`config.mk`:
```
export PLATFORM = sky130hd
export DESIGN_NAME = serial_mux_host_bus_slave
export DESIGN_NICKNAME = d
export VERILOG_FILES = /design/src/logic/serial_mux_host_bus_slave.v
export VERILOG_INCLUDE_DIRS = /design/src /design/src/logic
export SDC_FILE = /design/constraint.sdc
export NUM_CORES = 1
export LEC_CHECK = 0
export BUFFER_PORTS_ARGS = -buffer_cell sky130_fd_sc_hd__buf_2
export CORE_MARGIN = 2
export CORE_UTILIZATION = 50
export DETAILED_ROUTE_END_ITERATION = 7
export GPL_ROUTABILITY_DRIVEN = 0
export PLACE_DENSITY = 0.88
export SETUP_SLACK_MARGIN = 0.5
export SLEW_MARGIN = 20
export SYNTH_ARGS = -nofsm -noshare
export SYNTH_HDL_FRONTEND = slang
export SYNTH_SLANG_ARGS = --single-unit
```
`constraint.sdc`:
```
create_clock -name sys_clk -period 4.6 [get_ports sys_clk]
set_input_delay 0.23 -clock sys_clk [delete_from_list [all_inputs] [get_ports sys_clk]]
set_output_delay 0.23 -clock sys_clk [all_outputs]
set_load 0.01 [all_outputs]
```
`src/logic/serial_mux_consts.vh`:
```
`ifndef SERIAL_MUX_CONSTS_VH
`define SERIAL_MUX_CONSTS_VH
// register word offsets (address bits 2:1)
`define OFF_CTLSTAT  2'h0
`define OFF_RXPARAM  2'h1
`define OFF_TXCTL    2'h2
`define OFF_LINEDATA 2'h3
// control line codes {c1,c0}
`define MODE_RD      2'h0
`define MODE_RDB     2'h1
`define MODE_WR      2'h2
`define MODE_WRB     2'h3
// fixed pattern for address bits 17:15
`define ADDR_HI_PAT  3'h7
// control_and_status fields
`define CS_SCAN_BIT     5
`define CS_SWCLEAR_BIT  4
`define CS_RXIE_BIT     6
`define CS_RXDONE_BIT   7
`define CS_TXIE_BIT     14
`define CS_TXRDY_BIT    15
`define CS_WMASK        16'h4060
`define CS_RST          16'h0000
`define TXCTL_RST       16'h0000
`define BREAK_RST       8'h00
`define PARAM_RST       16'h0000
`define LINESTAT_RST    16'h0000
// vector offset of the transmitter vector
`define VEC_TX_OFF   9'h004
// master sync delay in cycles before address strobe
`define MSYN_DLY     2
`endif

```
`src/logic/serial_mux_host_bus_slave.v`:
```
`timescale 1ns/1ns
`include "serial_mux_consts.vh"
module serial_mux_host_bus_slave #(
  parameter CURRENT_LOOP = 0
) (
  input  wire        sys_clk,
  input  wire        rst,
  input  wire [17:0] busAddr,
  input  wire [1:0]  busCtl,
  input  wire        msyn,
  output wire        ssyn,
  input  wire [15:0] dataIn,
  output wire [15:0] dataOut,
  output wire [1:0]  dataOeN,
  input  wire [11:0] baseSwitch,
  input  wire [8:0]  vectorSwitch,
  input  wire        rxIntReq,
  input  wire        txIntReq,
  input  wire        busBusy,
  input  wire        grantIn,
  output wire        grantOut,
  output wire        busRequest,
  output wire        sack,
  output wire        intr,
  input  wire        vecAck,
  input  wire [15:0] rxFifoData,
  input  wire        rxFifoValid,
  output wire        rxFifoPop,
  output wire [15:0] lineParam,
  output wire        lineParamLoad,
  output wire [7:0]  txChar,
  output wire        txCharValid,
  input  wire        txCharReady,
  output wire [7:0]  termReady,
  output wire [7:0]  lineEnable,
  input  wire [7:0]  uartSerialOut,
  output wire [7:0]  serialOut,
  input  wire [7:0]  ringIn,
  input  wire [7:0]  carrierIn,
  output wire        scanEnable,
  output wire        softwareClear
);

  // ***************************************************
  // address recognition and slave timing
  // ***************************************************
  reg  [`MSYN_DLY-1:0] msynDly_q;
  reg         ssyn_q;
  reg         busy_q;
  wire        msynLate;
  wire        sel;
  wire        access;

  // master sync must stand on the pin and in every delay stage
  assign msynLate = msyn & (&msynDly_q);
  assign sel = (busAddr[14:3] == baseSwitch) &
               (busAddr[17:15] == `ADDR_HI_PAT);
  assign access = msynLate & sel & ~busy_q;

  always @(posedge sys_clk) begin
    if (rst) begin
      msynDly_q <= {`MSYN_DLY{1'b0}};
      ssyn_q    <= 1'b0;
      busy_q    <= 1'b0;
    end else begin
      msynDly_q <= {msynDly_q[`MSYN_DLY-2:0], msyn};
      if (access) begin
        busy_q <= 1'b1;
        ssyn_q <= 1'b1;
      end else if (!msyn) begin
        busy_q <= 1'b0;
        ssyn_q <= 1'b0;
      end
    end
  end
  assign ssyn = ssyn_q;

  // ***************************************************
  // mode and register decode
  // ***************************************************
  wire        isWrite;
  wire        isByte;
  wire [1:0]  word;
  wire        rdCtlStat;
  wire        rdRxBuf;
  wire        rdTxCtl;
  wire        rdLineStat;
  wire        wrCtlStat;
  wire        wrParam;
  wire        wrTxCtl;
  wire        wrTxData;
  wire        isRead;
  wire [15:0] wMask;

  assign isWrite = (busCtl == `MODE_WR) | (busCtl == `MODE_WRB);
  assign isByte  = (busCtl == `MODE_WRB);
  assign isRead  = ~busCtl[1];
  assign word    = busAddr[2:1];

  // separate read and write decoders, one enabled per access
  assign rdCtlStat  = access & isRead & (word == `OFF_CTLSTAT);
  assign rdRxBuf    = access & isRead & (word == `OFF_RXPARAM);
  assign rdTxCtl    = access & isRead & (word == `OFF_TXCTL);
  assign rdLineStat = access & isRead & (word == `OFF_LINEDATA);
  assign wrCtlStat  = access & isWrite & (word == `OFF_CTLSTAT);
  assign wrParam    = access & isWrite & (word == `OFF_RXPARAM);
  assign wrTxCtl    = access & isWrite & (word == `OFF_TXCTL);
  // the current-loop build has no transmit data register to write
  assign wrTxData   = access & isWrite & (word == `OFF_LINEDATA) &
                      (CURRENT_LOOP == 0);

  // byte writes pick their lane from address bit 0
  assign wMask = ~isByte ? 16'hFFFF :
                 (busAddr[0] ? 16'hFF00 : 16'h00FF);

  // ***************************************************
  // registers
  // ***************************************************
  reg  [15:0] ctlStat_q;
  reg  [15:0] txCtl_q;
  reg  [7:0]  break_q;
  reg  [15:0] param_q;
  reg         paramLoad_q;
  reg         swClear_q;
  reg  [15:0] lineStat_q;
  wire [15:0] ctlStatRead;
  wire [15:0] txCtlRead;
  wire        bufInReady;
  wire        swClearReq;

  // bit 15 shows room in the character buffer, bit 7 a waiting receive entry
  assign ctlStatRead = {bufInReady, ctlStat_q[14:8], rxFifoValid, ctlStat_q[6:5],
                        1'b0, 4'h0};
  assign txCtlRead   = (CURRENT_LOOP != 0) ? {8'h00, txCtl_q[7:0]} : txCtl_q;
  assign swClearReq  = wrCtlStat & wMask[`CS_SWCLEAR_BIT] & dataIn[`CS_SWCLEAR_BIT];

  // software clear acts one cycle after the write that requests it
  always @(posedge sys_clk) begin
    if (rst) begin
      swClear_q <= 1'b0;
    end else begin
      swClear_q <= swClearReq;
    end
  end

  always @(posedge sys_clk) begin
    if (rst) begin
      ctlStat_q <= `CS_RST;
    end else if (swClear_q) begin
      ctlStat_q <= `CS_RST;
    end else if (wrCtlStat) begin
      ctlStat_q <= (ctlStat_q & ~(wMask & `CS_WMASK)) |
                   (dataIn & wMask & `CS_WMASK);
    end
  end

  // terminal ready survives software clear, line enables do not
  always @(posedge sys_clk) begin
    if (rst) begin
      txCtl_q <= `TXCTL_RST;
    end else if (swClear_q) begin
      txCtl_q[7:0] <= 8'h00;
    end else if (wrTxCtl) begin
      txCtl_q <= (txCtl_q & ~wMask) | (dataIn & wMask);
    end
  end

  always @(posedge sys_clk) begin
    if (rst) begin
      break_q <= `BREAK_RST;
    end else if (swClear_q) begin
      break_q <= `BREAK_RST;
    end else if (wrTxData & wMask[8]) begin
      break_q <= dataIn[15:8];
    end
  end

  // line parameters ignore software clear
  always @(posedge sys_clk) begin
    if (rst) begin
      param_q     <= `PARAM_RST;
      paramLoad_q <= 1'b0;
    end else begin
      paramLoad_q <= wrParam;
      if (wrParam) begin
        param_q <= (param_q & ~wMask) | (dataIn & wMask);
      end
    end
  end

  // line status sampled every cycle, only reset clears it
  always @(posedge sys_clk) begin
    if (rst) begin
      lineStat_q <= `LINESTAT_RST;
    end else begin
      lineStat_q <= {carrierIn, ringIn};
    end
  end

  assign softwareClear = swClear_q;
  assign scanEnable    = ctlStat_q[`CS_SCAN_BIT];
  assign lineParam     = param_q;
  assign lineParamLoad = paramLoad_q;
  assign termReady     = (CURRENT_LOOP != 0) ? 8'h00 : txCtl_q[15:8];
  assign lineEnable    = txCtl_q[7:0];
  assign rxFifoPop     = rdRxBuf & rxFifoValid;

  // ***************************************************
  // per-line break gating
  // ***************************************************
  genvar g;
  generate
    for (g = 0; g < 8; g = g + 1) begin : gLine
      assign serialOut[g] = uartSerialOut[g] & ~break_q[g];
    end
  endgenerate

  // ***************************************************
  // two-entry transmit character buffer
  // ***************************************************
  reg  [7:0]  bufData_q [0:1];
  reg         wrPtr_q;
  reg         rdPtr_q;
  reg  [1:0]  count_q;
  wire        push;
  wire        pop;

  // a full buffer turns away further characters; status bit 15 warns software
  assign bufInReady  = (count_q != 2'h2);
  assign txCharValid = (count_q != 2'h0);
  assign txChar      = bufData_q[rdPtr_q];
  assign push        = wrTxData & wMask[0] & bufInReady & ~swClear_q;
  assign pop         = txCharValid & txCharReady;

  always @(posedge sys_clk) begin
    if (rst | swClear_q) begin
      wrPtr_q <= 1'b0;
    end else if (push) begin
      wrPtr_q <= ~wrPtr_q;
    end
  end

  always @(posedge sys_clk) begin
    if (rst | swClear_q) begin
      rdPtr_q <= 1'b0;
    end else if (pop) begin
      rdPtr_q <= ~rdPtr_q;
    end
  end

  always @(posedge sys_clk) begin
    if (rst | swClear_q) begin
      count_q <= 2'h0;
    end else begin
      count_q <= count_q + {1'b0, push} - {1'b0, pop};
    end
  end

  always @(posedge sys_clk) begin
    if (push)
      bufData_q[wrPtr_q] <= dataIn[7:0];
  end

  // ***************************************************
  // interrupt request, grant and vector
  // ***************************************************
  localparam ST_IDLE = 2'd0;
  localparam ST_REQ  = 2'd1;
  localparam ST_ACK  = 2'd2;
  localparam ST_VEC  = 2'd3;

  reg  [1:0]  ist_q;
  reg  [1:0]  ist_d;
  reg         srcTx_q;
  reg         srcTx_d;
  wire        rxPend;
  wire        txPend;

  assign rxPend = rxIntReq & ctlStat_q[`CS_RXIE_BIT];
  assign txPend = txIntReq & ctlStat_q[`CS_TXIE_BIT];

  always @* begin
    ist_d   = ist_q;
    srcTx_d = srcTx_q;
    case (ist_q)
      ST_IDLE: begin
        if (rxPend | txPend) begin
          srcTx_d = ~rxPend;
          ist_d   = ST_REQ;
        end
      end
      ST_REQ: begin
        if (grantIn & ~ssyn_q)
          ist_d = ST_ACK;
      end
      ST_ACK: begin
        if (~grantIn & ~busBusy & ~ssyn_q)
          ist_d = ST_VEC;
      end
      ST_VEC: begin
        if (vecAck)
          ist_d = ST_IDLE;
      end
      default: ist_d = ST_IDLE;
    endcase
  end

  always @(posedge sys_clk) begin
    if (rst) begin
      ist_q   <= ST_IDLE;
      srcTx_q <= 1'b0;
    end else begin
      ist_q   <= ist_d;
      srcTx_q <= srcTx_d;
    end
  end

  assign busRequest = (ist_q == ST_REQ);
  assign grantOut   = grantIn & (ist_q != ST_REQ) & (ist_q != ST_ACK);
  assign sack       = (ist_q == ST_ACK);
  assign intr       = (ist_q == ST_VEC);

  // ***************************************************
  // internal data bus and lane drivers
  // ***************************************************
  reg  [15:0] rdData_q;
  wire [8:0]  vecVal;
  wire [15:0] rdMux;

  assign vecVal = srcTx_q ? (vectorSwitch + `VEC_TX_OFF) : vectorSwitch;
  assign rdMux  = rdCtlStat  ? ctlStatRead :
                  rdRxBuf    ? rxFifoData :
                  rdTxCtl    ? txCtlRead :
                  rdLineStat ? ((CURRENT_LOOP != 0) ? 16'h0000 : lineStat_q) :
                  16'h0000;

  always @(posedge sys_clk) begin
    if (rst)
      rdData_q <= 16'h0000;
    else if (access & ~isWrite)
      rdData_q <= rdMux;
  end

  assign dataOut = intr ? {7'h00, vecVal} : rdData_q;
  // lanes driven during read slave sync; vector uses only its lanes
  assign dataOeN[0] = ~((ssyn_q & ~busCtl[1]) | intr);
  assign dataOeN[1] = ~((ssyn_q & ~busCtl[1]) | (intr & vecVal[8]));

endmodule

```
==> flow_summary_export.csv, run 1 <==
group,metric,value,unit
synth,async_flop_share,0,
synth,syn_avg_cell_area,9.65,um^2
pwr,swShare,0.247,
synth,synth.most_common_cell,"dfxtp_1",
global_routing,grt_overflow,0,
global_routing,grt.total_usage,0.252,
pwr,p_sw,0.420,mW
clocking,clock_latency,0.37,ns
global_routing,grt_pass1_vias,4267,
sta,tightest_slew,0.876,ns
final_layout,nFillCells,825,
floorplanning,rows,36,
placed_design,dp_cells,792,
pwr,power.share.clock,0.328,
clocking,cts_root_buf,"clkbuf_8",
floorplanning,start_util,0.510,
floorplanning,core,9640,um^2
clocking,cts_max_level,3,
pwr,p_int,1.28,mW
sta,grt_setup_unrepaired,"no",
synth,synth.distinct_cells,49,
route,drt_wl_total,13.4,mm
global_routing,busiest_layer,"met2",
placed_design,placedInstanceArea,5860,um^2
pwr,comb_power_share,0.119,
synth,yosys-top-cells-area,"dfxtp_1, edfxtp_1, mux2i_1, nand2_1, mux2_2",
synth,ys_seq_area_frac,0.456,
floorplanning,die_area,10600,um^2
setup_path,critPathCaptureType,"register",
global_routing,use_met1,0.285,
sta,finalCritPeriodShare,0.547,
route,route.detailed.drc,0,
flow_run,cap_violations,0,
global_routing,met3_usage,0.0671,
synth,yosysWarnings,0,
sta,maxSlewHeadroom,0.416,
synth,synth_nets,623,
global_routing,grt_max_degree,47,
clocking,clkSinkCount,104,
final_layout,finish.instance_area,6060,um^2
placed_design,portBuffers,182,
clocking,clk_pin_slew,0.10,ns
setup_path,cp_max_fo,7,
final_layout,ff_latch_area,2240,um^2
route,ant_nets,0,
setup_path,cp.arrival,2.78,ns
synth,synthTopCellsByCount,"dfxtp_1, nand2_1, nor2b_1",
route,via_count,4355,
clocking,cts_hold_buf,0,
pwr,ir_drop,0.139,mV
final_layout,drive_above_1_share,0.356,
sta,hold_viol_final,0,
sta,hold_slack,0.0684,ns
pwr,power_leakage,2.67,nW
final_layout,stdcell_count,808,
synth,synth_edf_count,16,
sta,finalMaxSlewViolations,0,
synth,synthesis.area,4910,um^2
final_layout,multi_input_comb_area,2500,um^2
clocking,cts_setup_buffers,0,
placed_design,hpwlAfterDp,10.1,mm
floorplanning,ioPinCount,183,
sta,finClkSkew,0.0114,ns
sta,fin_crit,2.51,ns
global_routing,grtUsageMet2,0.449,
final_layout,layout.nets,784,
sta,fmax,398,MHz
route,dr.pass1.iters,5,
sta,finalSetupTns,0,ns
setup_path,required,4.86,ns
clocking,cts_resized,0,
synth,ys_seq_elements,104,
global_routing,grt_pass1_wl,20.4,mm
synth,synth_top_cell_by_area,"dfxtp_1",
pwr,power_frac_seq,0.553,
clocking,clockBufferDepth,2,
floorplanning,dieHeight,103,um
route,viasPerCell,5.39,
sta,setup_viol,0,
route,wl_per_cell,16.5,um
placed_design,dp_slack,1.95,ns
pwr,p_per_area,280,nW/um^2
min_path,hold_path_class,"primary input to register",
setup_path,startpoint_type,"register",
synth,syn_inst,509,
route,drt_iter0_drc,332,
global_routing,grt_antenna_before_repair,0,
floorplanning,fp.dieW,103,um
clocking,numCtsBuffers,9,
sta,layout_setup_ws,2.09,ns
synth,yosysTopAreaCellShare,0.359,
synth,synth_flop_cell,"dfxtp_1",
final_layout,n_antenna_cell,0,
final_layout,area_growth,23.4,%
clocking,cts_tree,"built",
setup_path,worstSetupPathType,"register to register",
status,outcome,"finished, final reports clean",
cells in the final DEF, fill, tap and decap left out, types with 4 or more instances in the layout:
master / Yosys / routed
buf_2: 9 / 182
dfxtp_1: 88 / 88
nand2_1: 72 / 72
mux2i_1: 38 / 38
nor2b_1: 39 / 38
a21oi_1: 31 / 31
mux2_2: 22 / 22
nor2_1: 18 / 18
edfxtp_1: 16 / 16
or3_1: 13 / 13
clkbuf_8: 0 / 13
a22oi_1: 12 / 12
xor2_1: 11 / 11
nand3_1: 11 / 11
o21ai_1: 11 / 11
o21ai_0: 10 / 10
xnor2_1: 9 / 9
o21a_1: 8 / 8
ha_1: 7 / 7
inv_1: 5 / 5
mux4_2: 5 / 5
nor3_1: 4 / 4
and3_1: 4 / 4
nand2b_1: 4 / 4
nor3b_1: 4 / 4
worst max-delay path, stage by stage, from the launching register on:
cell and delay [ns]:
dfxtp_1 0.39, and2b_1 0.30, nand3_1 0.10, or4b_1 0.52, or2_1 0.25, ha_1 0.29, inv_1 0.06, ha_1 0.14
xor2_1 0.17, xnor2_1 0.14, nor2_1 0.05
cells by family after synthesis:
kind of cell / after synthesis / share of synthesized area
compound gates: 77 / 0.0917
flops: 104 / 0.456
fa+ha+maj: 7 / 0.0178
xor+xnor: 20 / 0.0357
buf+inv: 40 / 0.0344
mux: 65 / 0.151
simple gates: 196 / 0.213
per-stage QoR:
step,util,power (mW)
finish,0.629,1.70
global route,0.629,1.76
CTS,0.629,1.71
detailed placement,0.608,1.16
global placement,0.608,1.15
floorplan,-,1.07
layout make-up:
cell class	instances	area share
clock buffers	13	0.0295
inverters	6	0.00372
flip-flops and latches	104	0.370
repair buffers	184	0.153
well taps	133	0.0275
multi-input cells	365	0.413
clock inverters	3	0.00351
path summary, 6_finish.rpt:
kind,startpoint,end,slack (ns),cells after the start
hold / removal,carrierIn[5],lineStat_q[13],0.07,2
setup / recovery,busy_q,count_q[1],2.09,10
hold reg to reg,register,register,0.47,2
setup reg to reg,busy_q,count_q[1],2.09,10
power groups by stage:
stage                     registers, mW  clock network [mW]  logic (mW)
after detailed placement          0.960                   0       0.199
final                             0.939               0.558       0.203
after global routing              0.941               0.600       0.223
after global placement            0.959                   0       0.192
after floorplan                   0.958                   0       0.113
after CTS                         0.939               0.565       0.201
layer usage:
metal	up-vias	wire length, um
met5	-	0
met4	0	316
met3	23	1230
met2	224	6650
met1	2013	5160
li1	2095	-
Power figures use the tool's default switching activity.
==> inputs of run 2 (changes only) <==
Settings changed: CORE_UTILIZATION 50 to 45, PLACE_DENSITY 0.88 to 0.84.
Clock period 4.6 ns to 2 ns, I/O delays scaled along.
==> run 2 against run 1 <==
- critical path depth unchanged
- the flow now finishes with violations (negative setup slack)
- critical path type unchanged
- cell count increased by 13%
- largest power group unchanged
- setup slack got worse by 2.5 ns
- routed wire length increased by 21%
- first-iteration DRC count decreased by 36%
- clock skew about the same
- sequential share of layout area decreased by 7.8 points
- core utilization increased by 9.1 points
- sequential power increased by 130%
- global-route usage about the same
- clock-buffer cell count decreased by 4
- non-clock buffer count increased by 100
==> flow_summary_export.csv, run 2 (same netlist as run 1, synthesis figures left out) <==
group,metric,value,unit
status,outcome,"complete, but fails checks",
status,failed_checks,"negative setup slack",
sta,fmax,422,MHz
floorplanning,core,10700,um^2
route,ant_nets,0,
pwr,ir_drop,0.401,mV
floorplanning,die_area,11800,um^2
pwr,power_leakage,3.31,nW
sta,maxSlewHeadroom,0.471,
setup_path,critPathMaxStageDelay,0.55,ns
setup_path,cp_max_fo,2,
global_routing,grt.total_usage,0.252,
clocking,clockBufferDepth,2,
clocking,cts_root_buf,"clkbuf_8",
route,drt_iter0_drc,214,
final_layout,n_antenna_cell,0,
placed_design,portBuffers,182,
pwr,total_power,4.26,mW
flow_run,cap_violations,0,
setup_path,rrSetupSlack,-0.37,ns
global_routing,grt_pass1_vias,4804,
setup_path,timing.critical_path.mode_cell,"ha_4",
sta,grt_setup_unrepaired,"yes",
pwr,p_per_area,551,nW/um^2
route,viasPerCell,5.27,
setup_path,worstSetupPathType,"register to register",
sta,tightest_slew,0.793,ns
global_routing,grt_antenna_before_repair,0,
setup_path,timing.rr.start,"busy_q",
floorplanning,start_util,0.457,
clocking,clk_pin_slew,0.11,ns
sta,fin_crit,2.37,ns
floorplanning,fp.dieW,108,um
setup_path,startpoint_type,"register",
sta,layout_setup_ws,-0.369,ns
setup_path,required,2.26,ns
global_routing,grt_pass1_wl,22.7,mm
sta,finalCritPeriodShare,1.18,
global_routing,grt_max_degree,47,
sta,finClkSkew,0.0119,ns
setup_path,path_buf_inv,1,
clocking,cts_max_level,3,
global_routing,grt_overflow,0,
sta,hold_viol_final,0,
route,dr.pass1.iters,4,
min_path,hold_depth,3,
final_layout,nFillCells,751,
route,wl_per_cell,17.7,um
placed_design,hpwlAfterDp,10.2,mm
setup_path,critPathCaptureType,"register",
min_path,hp-start,"dataIn[14]",
clocking,clock_latency,0.37,ns
clocking,numCtsBuffers,9,
sta,setup_viol,20,
setup_path,slowest_stage,"or4b_4",
setup_path,r2r_cells,10,
setup_path,r2r-end,"count_q[1]",
floorplanning,ioPinCount,183,
min_path,hold_end,"break_q[6]",
final_layout,final_common_cell,"buf_2",
min_path,hold_path_class,"primary input to register",
final_layout,area_growth,57.4,%
setup_path,cp.arrival,2.63,ns
route,route.detailed.drc,0,
route,drt_wl_total,16.2,mm
clocking,clkSinkCount,104,
final_layout,layout_common_cells,"buf_2, dfxtp_1, nand2_1",
setup_path,crit_family,"simple AND/OR/NAND/NOR gates",
final_layout,layout.nets,884,
setup_path,worstPathCellList,"and2b_1, nand3_2, or4b_4, or2_4, ha_4, inv_2, ha_4, xor2_2, xnor2_1, nor2_1",
clocking,cts_tree,"built",
route,via_count,4821,
final_layout,drive_above_1_share,0.502,
floorplanning,dieHeight,108,um
sta,hold_slack,0.0149,ns
sta,finalMaxSlewViolations,0,
floorplanning,rows,38,
[run 2: how the worst max path moves through the flow]
stage	startpoint	end	slack (ns)	cells past startpoint
detailed placement	busy_q	count_q[1]	-0.40	10
global placement	busy_q	count_q[1]	-0.24	10
CTS	busy_q	count_q[1]	-0.39	10
floorplan	busy_q	count_q[1]	-0.32	10
finish	busy_q	count_q[1]	-0.37	10
global route	busy_q	count_q[1]	-0.44	10
[run 2: layer usage]
layer  part of all wire  track usage
met2               0.53        0.483
met5                  0            0
met1               0.40        0.278
met4              0.017       0.0788
met3              0.053       0.0452
[run 2: area by class of cell]
class / count / area (um^2) / area share
inverters: 6 / 32.5 / 0.00421
clock inverters: 7 / 87.6 / 0.0113
clock buffers: 9 / 124 / 0.0160
repair buffers: 284 / 2050 / 0.265
well taps: 140 / 175 / 0.0226
multi-input cells: 365 / 3010 / 0.389
flip-flops and latches: 104 / 2260 / 0.292
[run 2: worst register-to-register path, delay by kind of cell, from the launching register on]
kind                       cells  cell delay [ns]
DFF                            1             0.33
buffers and inverters          1             0.04
and+or+nand+nor                5             1.18
xor gates and xnor gates       2             0.30
adders and majority gates      2             0.41
[run 2: power by group]
part           switching [mW]  internal [mW]  leakage [nW]
clock network           0.802          0.608         0.101
registers              0.0233           2.15         0.861
logic                   0.338          0.339          2.35
total                    1.16           3.10          3.31
[run 2: metrics by stage]
stage / setup slack, ns / util / TNS [ns] / instance area, um^2 / cells
4_1_cts: -0.388 / 0.668 / -4.48 / 7180 / 893
6_report: -0.369 / 0.720 / -6.41 / 7740 / 915
5_1_grt: -0.437 / 0.720 / -7.58 / 7740 / 915
2_1_floorplan: -0.317 / - / -1.56 / 4950 / 509
3_5_place_dp: -0.402 / 0.566 / -1.22 / 6080 / 824
3_3_place_gp: -0.236 / 0.566 / -0.638 / 6080 / 824
[run 2: repair_timing]
action / in CTS / in global routing
setup endpoints to repair: 111 / 103
resized for setup: 89 / 83
hold buffers: 32 / 0
pin swaps: 18 / 65
setup buffers: 19 / 16
hold endpoints to repair: 46 / 0
cloned: 2 / 6
